<file path="src/cet_params.svh">
// offsets, fields, resets and limits of the can block
`ifndef CET_PARAMS_SVH
`define CET_PARAMS_SVH

`define CET_OFF_CTRL 12'h000
`define CET_OFF_ERRFLAG 12'h004
`define CET_OFF_IER 12'h014
`define CET_OFF_ESR 12'h018
`define CET_OFF_BTR 12'h01c
`define CET_OFF_TXMB_LO 12'h180
`define CET_OFF_TXMB_HI 12'h1ac
`define CET_OFF_RXMB_LO 12'h1b0
`define CET_OFF_RXMB_HI 12'h1cc

`define CET_IER_RESET 32'h0000_0000
`define CET_IER_MASK 32'h0003_8f7f
`define CET_BTR_RESET 32'h0123_0000
`define CET_BTR_MASK 32'hc37f_03ff
`define CET_CTRL_RESET 1'b1

`define CET_IER_TX_EMPTY 0
`define CET_IER_F0_PEND 1
`define CET_IER_F0_FULL 2
`define CET_IER_F0_OVR 3
`define CET_IER_F1_PEND 4
`define CET_IER_F1_FULL 5
`define CET_IER_F1_OVR 6
`define CET_IER_WARN 8
`define CET_IER_PASSIVE 9
`define CET_IER_BUSOFF 10
`define CET_IER_LASTCODE 11
`define CET_IER_ERROR 15
`define CET_IER_WAKEUP 16
`define CET_IER_SLEEP 17

`define CET_ESR_REC_LSB 24
`define CET_ESR_TEC_LSB 16
`define CET_ESR_LEC_LSB 4
`define CET_ESR_BUSOFF 2
`define CET_ESR_PASSIVE 1
`define CET_ESR_WARN 0

`define CET_BTR_SILENT 31
`define CET_BTR_LOOPBACK 30
`define CET_BTR_SJW_LSB 24
`define CET_BTR_TS2_LSB 20
`define CET_BTR_TS1_LSB 16
`define CET_BTR_BRP_LSB 0

`define CET_LEC_NONE 3'h0
`define CET_LEC_SOFT 3'h7
`define CET_REC_RELOAD 8'h78
`define CET_REC_HIGH 8'h80
`define CET_PASSIVE_LIMIT 9'h07f
`define CET_WARN_LIMIT 9'h060
`define CET_TEC_BUSOFF 9'h0ff
`define CET_STEP_BIG 4'h8

`define CET_RESP_OKAY 2'h0
`define CET_RESP_SLVERR 2'h2
`endif

</file>
<file path="src/cet_pkg.sv">
// types shared by the can error/timing block
package cet_pkg;
    // bit-time phases, gray coded along sync -> seg1 -> seg2
    typedef enum logic [1:0] {
        CET_SYNC = 2'b00,
        CET_SEG1 = 2'b01,
        CET_SEG2 = 2'b11
    } cet_phase_t;
endpackage : cet_pkg

</file>
<file path="src/cet_mbox_mem.sv">
// mailbox storage with byte writes and two registered read ports
`timescale 1ns/1ps
`default_nettype none
module cet_mbox_mem #(
    parameter int WIDTH = 32,
    parameter int DEPTH = 12,
    parameter int AW = 4
) (
    // clock
    input wire logic clock,
    // write port
    input wire logic wr_en,
    input wire logic [AW-1:0] wr_addr,
    input wire logic [WIDTH-1:0] wr_data,
    input wire logic [WIDTH/8-1:0] wr_strb,
    // bus read port
    input wire logic [AW-1:0] rd_a_addr,
    output logic [WIDTH-1:0] rd_a_data,
    // frame logic read port
    input wire logic [AW-1:0] rd_b_addr,
    output logic [WIDTH-1:0] rd_b_data
);
    logic [WIDTH-1:0] mem_q [DEPTH];

    always_ff @(posedge clock) begin
        if (wr_en && (int'(wr_addr) < DEPTH)) begin
            for (int i = 0; i < WIDTH / 8; i++) begin
                if (wr_strb[i]) begin
                    mem_q[wr_addr][i*8 +: 8] <= wr_data[i*8 +: 8];
                end
            end
        end
    end

    always_ff @(posedge clock) begin
        rd_a_data <= (int'(rd_a_addr) < DEPTH) ? mem_q[rd_a_addr] : '0;
        rd_b_data <= (int'(rd_b_addr) < DEPTH) ? mem_q[rd_b_addr] : '0;
    end
endmodule : cet_mbox_mem
`default_nettype wire

</file>
<file path="src/cet_top.sv">
// can error, interrupt, bit timing and mailbox registers over axi4-lite
// Function
// - bits 17/16 gate sleep and wakeup flags onto irq_status
// - bit 15 gates pending error flag onto irq_status
// - bit 11: hardware error code update sets error flag
// - bits 10/9/8: bus-off, passive, warning rises set error flag
// - bits 6/5/4 gate fifo 1 overrun, full, pending
// - bits 3/2/1 gate fifo 0 overrun, full, pending
// - bit 0 gates request-completed flags onto irq_tx
// - receive errors add 1 or 8 to 8-bit receive counter
// - good reception: minus 1, or reload 120 above 128
// - 9-bit transmit counter, low byte read-only at 23:16
// - 3-bit last error code at 6:4; hardware never writes 7
// - error-free transfer clears code; software may preload 7
// - transmit counter above 255 sets bus-off
// - either counter above 127 sets passive
// - either counter at least 96 sets warning
// - bit timing writable only in init mode
// - bit 31 silent mode, bit 30 loopback
// - resync moves a bit edge at most jump width plus one quanta
// - segments two and one last field plus one quanta
// - one quantum is prescaler plus one clock periods
// - three transmit, two receive mailboxes; receive shows oldest
// - receive mailboxes read-only; transmit mailbox writable only when empty
//
// Added by the designer: register access over AXI4-Lite.
`timescale 1ns/1ps
`default_nettype none
`include "cet_params.svh"
module cet_top
    import cet_pkg::*;
#(
    parameter int ADDR_W = 12,
    parameter int TX_MBOX = 3,
    parameter int RX_MBOX = 2
) (
    // clock and reset
    input wire logic clock,
    input wire logic rst_n,
    // axi4-lite slave
    input wire logic [ADDR_W-1:0] s_axi_awaddr,
    input wire logic s_axi_awvalid,
    output logic s_axi_awready,
    input wire logic [31:0] s_axi_wdata,
    input wire logic [3:0] s_axi_wstrb,
    input wire logic s_axi_wvalid,
    output logic s_axi_wready,
    output logic [1:0] s_axi_bresp,
    output logic s_axi_bvalid,
    input wire logic s_axi_bready,
    input wire logic [ADDR_W-1:0] s_axi_araddr,
    input wire logic s_axi_arvalid,
    output logic s_axi_arready,
    output logic [31:0] s_axi_rdata,
    output logic [1:0] s_axi_rresp,
    output logic s_axi_rvalid,
    input wire logic s_axi_rready,
    // error events from frame logic
    input wire logic rx_err_inc1,
    input wire logic rx_err_inc8,
    input wire logic rx_ok,
    input wire logic tx_err_inc8,
    input wire logic tx_ok,
    input wire logic err_detect,
    input wire logic [2:0] err_code,
    input wire logic busoff_recover,
    // status levels from frame logic
    input wire logic sleep_ack_flag,
    input wire logic wakeup_flag,
    input wire logic [1:0] fifo0_pending_count,
    input wire logic fifo0_full_flag,
    input wire logic fifo0_overrun_flag,
    input wire logic [1:0] fifo1_pending_count,
    input wire logic fifo1_full_flag,
    input wire logic fifo1_overrun_flag,
    input wire logic [TX_MBOX-1:0] request_completed_flag,
    input wire logic [TX_MBOX-1:0] tx_mailbox_empty_flag,
    // mailbox data path
    input wire logic [RX_MBOX*128-1:0] rx_mbox_words,
    input wire logic [3:0] tx_rd_addr,
    output logic [31:0] tx_rd_data,
    // bit timing
    input wire logic rx_edge,
    output logic quantum_tick,
    output logic bit_start,
    output logic sample_point,
    // modes and states
    output logic init_mode,
    output logic silent_select,
    output logic loopback_select,
    output logic busoff_state,
    output logic passive_state,
    // interrupt lines
    output logic irq_tx,
    output logic irq_fifo0,
    output logic irq_fifo1,
    output logic irq_status
);
    logic [31:0] ier_q;
    logic [31:0] btr_q;
    logic init_q;
    logic err_flag_q;
    logic [7:0] rec_q;
    logic [8:0] tec_q;
    logic [2:0] lec_q;
    logic busoff_q;
    logic passive_prev_q;
    logic warn_prev_q;
    logic bvalid_q;
    logic [1:0] bresp_q;
    logic rd_pend_q;
    logic [11:0] rd_addr_q;
    logic rvalid_q;
    logic [31:0] rdata_q;
    logic [1:0] rresp_q;
    logic [31:0] mem_rdata;

    logic wr_go;
    logic [11:0] wa;
    logic [11:0] ra;
    logic [31:0] wmask;
    logic passive_now;
    logic warn_now;
    logic wr_tx_ok;
    logic [3:0] wr_tx_idx;
    logic [3:0] rd_tx_idx;

    assign wa = 12'(s_axi_awaddr);
    assign wr_go = s_axi_awvalid && s_axi_wvalid && !bvalid_q;
    assign s_axi_awready = wr_go;
    assign s_axi_wready = wr_go;
    assign s_axi_bvalid = bvalid_q;
    assign s_axi_bresp = bresp_q;

    always_comb begin
        for (int i = 0; i < 4; i++) begin
            wmask[i*8 +: 8] = {8{s_axi_wstrb[i]}};
        end
    end

    // mailbox in addr[5:4], word in addr[3:2]
    assign wr_tx_idx = 4'({wa[5:4] - 2'(`CET_OFF_TXMB_LO >> 4), wa[3:2]});
    assign wr_tx_ok = (wa >= `CET_OFF_TXMB_LO) && (wa <= `CET_OFF_TXMB_HI)
        && tx_mailbox_empty_flag[wr_tx_idx[3:2]];

    always_ff @(posedge clock) begin
        if (!rst_n) begin
            bvalid_q <= 1'b0;
            bresp_q <= `CET_RESP_OKAY;
        end else if (wr_go) begin
            bvalid_q <= 1'b1;
            case (wa)
                `CET_OFF_CTRL, `CET_OFF_ERRFLAG, `CET_OFF_IER, `CET_OFF_ESR, `CET_OFF_BTR: bresp_q <= `CET_RESP_OKAY;
                // mailbox writes answer okay even when dropped
                default: bresp_q <= (wa >= `CET_OFF_TXMB_LO && wa <= `CET_OFF_RXMB_HI) ?
                    `CET_RESP_OKAY : `CET_RESP_SLVERR;
            endcase
        end else if (s_axi_bready) begin
            bvalid_q <= 1'b0;
        end
    end

    always_ff @(posedge clock) begin
        if (!rst_n) begin
            init_q <= `CET_CTRL_RESET;
        end else if (wr_go && wa == `CET_OFF_CTRL && s_axi_wstrb[0]) begin
            init_q <= s_axi_wdata[0];
        end
    end

    always_ff @(posedge clock) begin
        if (!rst_n) begin
            ier_q <= `CET_IER_RESET;
        end else if (wr_go && wa == `CET_OFF_IER) begin
            ier_q <= ((ier_q & ~wmask) | (s_axi_wdata & wmask)) & `CET_IER_MASK;
        end
    end

    always_ff @(posedge clock) begin
        if (!rst_n) begin
            btr_q <= `CET_BTR_RESET;
        end else if (wr_go && wa == `CET_OFF_BTR && init_q) begin
            btr_q <= ((btr_q & ~wmask) | (s_axi_wdata & wmask)) & `CET_BTR_MASK;
        end
    end

    assign init_mode = init_q;
    assign silent_select = btr_q[`CET_BTR_SILENT];
    assign loopback_select = btr_q[`CET_BTR_LOOPBACK];

    always_ff @(posedge clock) begin
        if (!rst_n || busoff_recover) begin
            rec_q <= '0;
        end else if (rx_err_inc8) begin
            rec_q <= (rec_q > 8'hff - 8'(`CET_STEP_BIG)) ? 8'hff : rec_q + 8'(`CET_STEP_BIG);
        end else if (rx_err_inc1) begin
            rec_q <= (rec_q == 8'hff) ? rec_q : rec_q + 8'h01;
        end else if (rx_ok) begin
            if (rec_q > `CET_REC_HIGH) begin
                rec_q <= `CET_REC_RELOAD;
            end else if (rec_q != 8'h00) begin
                rec_q <= rec_q - 8'h01;
            end
        end
    end

    always_ff @(posedge clock) begin
        if (!rst_n || busoff_recover) begin
            tec_q <= '0;
        end else if (tx_err_inc8) begin
            tec_q <= (tec_q > 9'h1ff - 9'(`CET_STEP_BIG)) ? 9'h1ff : tec_q + 9'(`CET_STEP_BIG);
        end else if (tx_ok && tec_q != 9'h000) begin
            tec_q <= tec_q - 9'h001;
        end
    end

    assign passive_now = ({1'b0, rec_q} > `CET_PASSIVE_LIMIT) || (tec_q > `CET_PASSIVE_LIMIT);
    assign warn_now = ({1'b0, rec_q} >= `CET_WARN_LIMIT) || (tec_q >= `CET_WARN_LIMIT);

    always_ff @(posedge clock) begin
        if (!rst_n || busoff_recover) begin
            busoff_q <= 1'b0;
        end else if (tec_q > `CET_TEC_BUSOFF) begin
            busoff_q <= 1'b1;
        end
    end

    always_ff @(posedge clock) begin
        if (!rst_n) begin
            passive_prev_q <= 1'b0;
            warn_prev_q <= 1'b0;
        end else begin
            passive_prev_q <= passive_now;
            warn_prev_q <= warn_now;
        end
    end

    assign busoff_state = busoff_q;
    assign passive_state = passive_now;

    // hardware code update beats a software write
    always_ff @(posedge clock) begin
        if (!rst_n) begin
            lec_q <= `CET_LEC_NONE;
        end else if (err_detect && err_code != `CET_LEC_SOFT) begin
            lec_q <= err_code;
        end else if (rx_ok || tx_ok) begin
            lec_q <= `CET_LEC_NONE;
        end else if (wr_go && wa == `CET_OFF_ESR && s_axi_wstrb[0]) begin
            lec_q <= s_axi_wdata[`CET_ESR_LEC_LSB +: 3];
        end
    end

    // sticky error flag, write 1 clears, set wins
    always_ff @(posedge clock) begin
        if (!rst_n) begin
            err_flag_q <= 1'b0;
        end else if ((ier_q[`CET_IER_LASTCODE] && err_detect && err_code != `CET_LEC_SOFT)
            || (ier_q[`CET_IER_BUSOFF] && tec_q > `CET_TEC_BUSOFF && !busoff_q)
            || (ier_q[`CET_IER_PASSIVE] && passive_now && !passive_prev_q)
            || (ier_q[`CET_IER_WARN] && warn_now && !warn_prev_q)) begin
            err_flag_q <= 1'b1;
        end else if (wr_go && wa == `CET_OFF_ERRFLAG && s_axi_wstrb[0] && s_axi_wdata[0]) begin
            err_flag_q <= 1'b0;
        end
    end

    assign irq_tx = ier_q[`CET_IER_TX_EMPTY] && (|request_completed_flag);
    assign irq_fifo0 = (ier_q[`CET_IER_F0_PEND] && fifo0_pending_count != 2'b00)
        || (ier_q[`CET_IER_F0_FULL] && fifo0_full_flag)
        || (ier_q[`CET_IER_F0_OVR] && fifo0_overrun_flag);
    assign irq_fifo1 = (ier_q[`CET_IER_F1_PEND] && fifo1_pending_count != 2'b00)
        || (ier_q[`CET_IER_F1_FULL] && fifo1_full_flag)
        || (ier_q[`CET_IER_F1_OVR] && fifo1_overrun_flag);
    assign irq_status = (ier_q[`CET_IER_ERROR] && err_flag_q)
        || (ier_q[`CET_IER_SLEEP] && sleep_ack_flag)
        || (ier_q[`CET_IER_WAKEUP] && wakeup_flag);

    assign ra = 12'(s_axi_araddr);
    assign rd_tx_idx = 4'({ra[5:4] - 2'(`CET_OFF_TXMB_LO >> 4), ra[3:2]});

    cet_mbox_mem #(
        .WIDTH(32),
        .DEPTH(TX_MBOX * 4),
        .AW(4)
    ) u_txmb (
        .clock(clock),
        .wr_en(wr_go && wr_tx_ok),
        .wr_addr(wr_tx_idx),
        .wr_data(s_axi_wdata),
        .wr_strb(s_axi_wstrb),
        .rd_a_addr(rd_tx_idx),
        .rd_a_data(mem_rdata),
        .rd_b_addr(tx_rd_addr),
        .rd_b_data(tx_rd_data)
    );

    assign s_axi_arready = !rd_pend_q && !rvalid_q;
    assign s_axi_rvalid = rvalid_q;
    assign s_axi_rdata = rdata_q;
    assign s_axi_rresp = rresp_q;

    always_ff @(posedge clock) begin
        if (!rst_n) begin
            rd_pend_q <= 1'b0;
            rd_addr_q <= '0;
        end else if (s_axi_arvalid && s_axi_arready) begin
            rd_pend_q <= 1'b1;
            rd_addr_q <= ra;
        end else begin
            rd_pend_q <= 1'b0;
        end
    end

    always_ff @(posedge clock) begin
        if (!rst_n) begin
            rvalid_q <= 1'b0;
            rdata_q <= '0;
            rresp_q <= `CET_RESP_OKAY;
        end else if (rd_pend_q) begin
            rvalid_q <= 1'b1;
            rresp_q <= `CET_RESP_OKAY;
            case (rd_addr_q)
                `CET_OFF_CTRL: rdata_q <= {31'h0, init_q};
                `CET_OFF_ERRFLAG: rdata_q <= {31'h0, err_flag_q};
                `CET_OFF_IER: rdata_q <= ier_q;
                `CET_OFF_ESR: begin
                    rdata_q <= '0;
                    rdata_q[`CET_ESR_REC_LSB +: 8] <= rec_q;
                    rdata_q[`CET_ESR_TEC_LSB +: 8] <= tec_q[7:0];
                    rdata_q[`CET_ESR_LEC_LSB +: 3] <= lec_q;
                    rdata_q[`CET_ESR_BUSOFF] <= busoff_q;
                    rdata_q[`CET_ESR_PASSIVE] <= passive_now;
                    rdata_q[`CET_ESR_WARN] <= warn_now;
                end
                `CET_OFF_BTR: rdata_q <= btr_q;
                default: begin
                    if (rd_addr_q >= `CET_OFF_TXMB_LO && rd_addr_q <= `CET_OFF_TXMB_HI) begin
                        rdata_q <= mem_rdata;
                    end else if (rd_addr_q >= `CET_OFF_RXMB_LO && rd_addr_q <= `CET_OFF_RXMB_HI) begin
                        // oldest message of each receive fifo
                        rdata_q <= rx_mbox_words[32 * int'((rd_addr_q - `CET_OFF_RXMB_LO) >> 2) +: 32];
                    end else begin
                        rdata_q <= '0;
                        rresp_q <= `CET_RESP_SLVERR;
                    end
                end
            endcase
        end else if (s_axi_rready) begin
            rvalid_q <= 1'b0;
        end
    end

    cet_phase_t phase_q;
    logic [9:0] presc_q;
    logic [4:0] qcnt_q;
    logic [2:0] ext_q;
    logic [2:0] jump;
    logic [4:0] seg1_end;
    logic [4:0] seg2_left;

    assign jump = 3'(btr_q[`CET_BTR_SJW_LSB +: 2]) + 3'h1;
    assign seg1_end = 5'(btr_q[`CET_BTR_TS1_LSB +: 4]) + 5'(ext_q);
    assign seg2_left = 5'(btr_q[`CET_BTR_TS2_LSB +: 3]) - qcnt_q;
    assign quantum_tick = !init_q && presc_q == btr_q[`CET_BTR_BRP_LSB +: 10];

    always_ff @(posedge clock) begin
        if (!rst_n || init_q || quantum_tick) begin
            presc_q <= '0;
        end else begin
            presc_q <= presc_q + 10'h001;
        end
    end

    always_ff @(posedge clock) begin
        if (!rst_n || init_q) begin
            phase_q <= CET_SYNC;
            qcnt_q <= '0;
            ext_q <= '0;
            bit_start <= 1'b0;
            sample_point <= 1'b0;
        end else begin
            bit_start <= 1'b0;
            sample_point <= 1'b0;
            if (rx_edge && phase_q == CET_SEG2) begin
                // early edge: cut segment two, at most the jump width
                if (seg2_left <= 5'(jump)) begin
                    phase_q <= CET_SYNC;
                    qcnt_q <= '0;
                end else begin
                    qcnt_q <= qcnt_q + 5'(jump);
                end
            end else begin
                if (rx_edge && phase_q == CET_SEG1) begin
                    // late edge: stretch segment one, at most the jump width
                    ext_q <= ((qcnt_q + 5'h01) < 5'(jump)) ? 3'(qcnt_q + 5'h01) : jump;
                end
                if (quantum_tick) begin
                    case (phase_q)
                        CET_SYNC: begin
                            phase_q <= CET_SEG1;
                            qcnt_q <= '0;
                            ext_q <= '0;
                            bit_start <= 1'b1;
                        end
                        CET_SEG1: begin
                            if (qcnt_q >= seg1_end) begin
                                phase_q <= CET_SEG2;
                                qcnt_q <= '0;
                                sample_point <= 1'b1;
                            end else begin
                                qcnt_q <= qcnt_q + 5'h01;
                            end
                        end
                        CET_SEG2: begin
                            if (seg2_left == 5'h00) begin
                                phase_q <= CET_SYNC;
                                qcnt_q <= '0;
                            end else begin
                                qcnt_q <= qcnt_q + 5'h01;
                            end
                        end
                        default: begin
                            phase_q <= CET_SYNC;
                            qcnt_q <= '0;
                        end
                    endcase
                end
            end
        end
    end
endmodule : cet_top
`default_nettype wire

</file>
<file path="config.mk">
export PLATFORM = sky130hd
export DESIGN_NAME = cet_top
export DESIGN_NICKNAME = d
export VERILOG_FILES = /design/src/cet_pkg.sv /design/src/cet_mbox_mem.sv /design/src/cet_top.sv
export VERILOG_INCLUDE_DIRS = /design/src
export SDC_FILE = /design/constraint.sdc
export NUM_CORES = 1
export LEC_CHECK = 0
export BUFFER_PORTS_ARGS = -buffer_cell sky130_fd_sc_hd__buf_2
export CAP_MARGIN = 20
export CORE_UTILIZATION = 40
export CTS_CLUSTER_DIAMETER = 100
export CTS_CLUSTER_SIZE = 25
export DETAILED_ROUTE_END_ITERATION = 6
export GPL_TIMING_DRIVEN = 0
export PLACE_DENSITY = 0.69
export SLEW_MARGIN = 40
export SYNTH_ARGS = -nofsm -noshare
export SYNTH_HDL_FRONTEND = slang
export SYNTH_SLANG_ARGS = --single-unit
</file>
<file path="constraint.sdc">
create_clock -name clock -period 4 [get_ports clock]
set_clock_uncertainty 0.15 [all_clocks]
set_input_delay 0.4 -clock clock [delete_from_list [all_inputs] [get_ports clock]]
set_output_delay 0.4 -clock clock [all_outputs]
set_load 0.05 [all_outputs]
</file>
==> metrics.csv <==
stage;metric;value;unit
pwr;switching_share;27.0;%
setup_path;cp_slowest_cell;a221oi_1;
timing;setup-violations-final;0;
clocking;clk-insertion-delay-late;0.65;ns
routing;routed_wl;106000;um
global_route;grt_pass1_wl;149000;um
finish;stdcell_area;0.0332;mm2
place;dp_hpwl;80600;um
yosys;ys_seq_area_share;54.5;%
finish;drive_gt1_share;33.9;%
routing;dr.pass1.iters;7;
global_route;grt_usage;29.2;%
yosys;ys_warn_count;0;
timing;worstMarginPinSlew;0.887;ns
global_route;grt_max_degree;27;
pwr;sequentialPowerShare;56.0;%
routing;wl_per_cell;30.1;um
floorplanning;die_w;268;um
finish;syn2layout_area_growth;17.0;%
floorplanning;die_area;0.0719;mm2
job;drv_cap;0;
setup_path;path_buf_inv;5;
setup_path;rr_endpoint;s_axi_rdata[7]$_SDFFE_PN0P_;
timing;hold_viol;0;
yosys;avgSynthCellArea;13.8;um2
setup_path;cp-end-kind;register;
pwr;p_sw;3.14;mW
setup_path;cp_slowest_stage_delay;0.72;ns
setup_path;required;4.33;ns
timing;rsz0062_at_grt;no;
setup_path;crit_cells;10;
global_route;grt_pass1_vias;21750;
clocking;clockBufferDepth;3;
setup_path;worstRegToRegCells;10;
place;portBuffers;424;
finish;final_nets;2953;
timing;finalCritPeriodShare;91.0;%
clocking;clockRootBuffer;clkbuf_16;
yosys;syn_area;0.0283;mm2
clocking;cts_tree;yes;
routing;drt-initial-drc-count;2796;
routing;drc;0;
floorplanning;die_height;268;um
yosys;synth_async_sr_flop_share;0;%
yosys;synth_cell_type_count;83;
setup_path;path_cells;clkbuf_1 > clkinvlp_4 > clkbuf_2 > ha_1 > nand3_1 > a2111oi_4 > buf_4 > buf_2 > a221oi_1 > a21oi_1;
floorplanning;rows;97;
pwr;power;11.6;mW
setup_path;cp-endpoint;s_axi_rdata[7]$_SDFFE_PN0P_;
routing;drtAntennaViolNets;0;
yosys;yosys_register_bits;579;
setup_path;path_max_fanout;15;
setup_path;critPathKind;register to register;
floorplanning;initial_core_util;40.5;%
setup_path;rrSetupSlack;0.36;ns
setup_path;cpLargestDelayFamily;buffers and inverters;
routing;vias_per_cell;6.12;
timing;min_period;3.64;ns
finish;post-route-util;47.4;%
timing;fmax;275;MHz
pwr;cellPowerDensity;351;mW/mm2
timing;drv_slew;0;
timing;max-slew-margin-rel;40.9;%
yosys;netlist_instances;2058;
place;placed_cell_area;0.0318;mm2
pwr;power_frac_comb;14.9;%
clocking;cts_buffers;28;
setup_path;cp.arrival;3.97;ns
pwr;ir_drop;0.389;mV
floorplanning;boundaryPins;439;
hold_path;hold_class;input pin to register;
global_route;antenna_found_initial;23;
place;routabilityCongestion;0.986;
yosys;synth_ff_type;edfxtp_1;
pwr;clockPowerShare;29.1;%
clocking;cts_htree_levels;1;
outcome;status;complete, no violations;
timing;fin_setup_tns;0;ns
global_route;grt_overflow;0;
setup_path;start_kind;register;
yosys;synth-edff-count;384;
floorplanning;core_area;0.0700;mm2
setup_path;reg2reg_from;rd_addr_q[4]$_SDFFE_PN0P_;
routing;via_count;21607;
pwr;power_leakage;12.0;nW
clocking;cts.clk_slew.worst_paths;0.10;ns
pwr;internal_power;8.50;mW
setup_path;startpoint;rd_addr_q[4]$_SDFFE_PN0P_;
clocking;cts.sinks;579;
metal layers:
| metal | global-route usage [%] | vias to the layer above | part of all wire (%) |
|---|---|---|---|
| met5 | 0 | - | 0.089 |
| met2 | 47.5 | 1574 | 47 |
| li1 | - | 9014 | - |
| met1 | 34.4 | 10698 | 34 |
| met3 | 7.94 | 307 | 12 |
| met4 | 17.8 | 14 | 6.8 |
synth_stat cells, types with 4 or more instances:
master | number | area, um2
nand2b_1 | 6 | 37.5
a211oi_1 | 7 | 52.6
and2_1 | 4 | 25.0
nor2b_1 | 19 | 119
o31ai_1 | 4 | 30.0
mux4_2 | 256 | 5770
nand3b_1 | 4 | 30.0
o21a_1 | 4 | 30.0
dfxtp_1 | 195 | 3900
inv_1 | 44 | 165
buf_4 | 7 | 52.6
o21ai_0 | 114 | 571
xor2_1 | 12 | 105
nor4_1 | 5 | 31.3
a311oi_1 | 4 | 35.0
a221oi_1 | 29 | 254
nand2_1 | 257 | 965
buf_1 | 9 | 33.8
a22oi_1 | 16 | 120
xnor2_1 | 22 | 193
mux2_2 | 9 | 101
nand4_1 | 8 | 50.1
nand3_1 | 60 | 300
o21ai_1 | 4 | 20.0
edfxtp_1 | 384 | 11500
mux2i_1 | 95 | 951
clkbuf_1 | 82 | 308
a21oi_1 | 67 | 335
nor3_1 | 14 | 70.1
a21o_1 | 7 | 52.6
and3_1 | 12 | 75.1
buf_2 | 44 | 220
nor2_1 | 124 | 465
ha_1 | 37 | 463
a31oi_1 | 24 | 150
cells by family (layout without fill, tap and decap cells):
group	Yosys count	count (layout)	share of synthesized area, %
other	1	16	0.0132
DFF	579	579	54.5
and+or+nand+nor	532	532	8.36
muxes	360	360	24.1
xor gates and xnor gates	34	34	1.05
AOI/OAI and AO/OA	324	324	7.42
adders and majority gates	40	40	1.85
buffers and inverters	188	707	2.78
what timing repair did:
| action | in CTS | in global routing |
|---|---|---|
| setup buffers | 2 | 0 |
| hold endpoints to repair | 362 | 0 |
| hold buffers | 44 | 0 |
| endpoints found under the setup margin | 33 | 17 |
| pin swaps | 1 | 0 |
| gates resized for setup | 1 | 3 |
state kept, by name (all words and copies together), names as in the netlist, 2 cells and up, named ones only:
signal            count
rd_addr_q            12
presc_q              10
s_axi_rdata          32
ext_q                 3
phase_q               2
u_txmb.rd_b_data     32
lec_q                 3
u_txmb.mem_q        384
tec_q                 9
rec_q                 8
qcnt_q                5
u_txmb.rd_a_data     32
cells in the final DEF, fill, tap and decap left out, drive strengths merged, types with 7 or more instances in the layout:
cell         Yosys  routed
nor2b           19      19
a22oi           16      16
nand2          257     257
nand3           61      61
nand4            8       8
edfxtp         384     384
o21ai          118     118
mux2             9       9
a221oi          29      29
xor2            12      12
and3            12      12
a21o             7       7
a211oi           7       7
clkbuf          82     126
mux4           256     256
ha              37      37
xnor2           22      22
diode            0      14
a21oi           67      67
nor3            16      16
dfxtp          195     195
a31oi           24      24
dlygate4sd3      0      44
nor2           124     124
mux2i           95      95
inv             44      46
buf             60     486
power by group through the flow:
stage / clock, mW / sequential (mW) / combinational (mW)
2_1_floorplan: 0 / 6.81 / 0.798
3_3_place_gp: 0 / 6.65 / 1.64
3_5_place_dp: 0 / 6.65 / 1.66
4_1_cts: 3.42 / 6.52 / 1.71
5_1_grt: 3.60 / 6.53 / 1.81
6_report: 3.39 / 6.52 / 1.73
final cells by class:
type                    instances  area (um2)
diodes                         14        35.0
inverters                      46         176
clock buffers                  44         782
clock inverters                 5        80.1
repair buffers                471        2590
flip-flops and latches        579       15400
multi-input cells            1292       12200
well taps                     940        1180
plain buffers                 141         644
fillers                      6186       36900
worst min-delay path by stage:
| stage | from | to | slack, ns | depth (start not counted) |
|---|---|---|---|---|
| floorplan | ext_q[0]$_SDFFE_PP0N_ | ext_q[0]$_SDFFE_PP0N_ | 0.28 | 2 |
| global route | s_axi_wdata[18] | u_txmb.mem_q[1][18]$_DFFE_PP_ | 0.04 | 1 |
| CTS | s_axi_wdata[18] | u_txmb.mem_q[1][18]$_DFFE_PP_ | 0.003 | 1 |
| finish | s_axi_wdata[18] | u_txmb.mem_q[1][18]$_DFFE_PP_ | 0.04 | 1 |
| global placement | ext_q[2]$_SDFFE_PP0N_ | ext_q[2]$_SDFFE_PP0N_ | 0.30 | 2 |
| detailed placement | ext_q[0]$_SDFFE_PP0N_ | ext_q[0]$_SDFFE_PP0N_ | 0.31 | 2 |
per-stage QoR:
step / setup slack, ns / cells / hold slack (ns)
after CTS: 0.00918 / 3518 / 0.00295
after global placement: -0.309 / 3423 / 0.300
after floorplan: 1.03 / 2059 / 0.285
final: 0.361 / 3532 / 0.0356
after detailed placement: -0.320 / 3423 / 0.312
after global routing: 0.0813 / 3529 / 0.0353
Note: power is estimated with default switching activity, not from simulation.
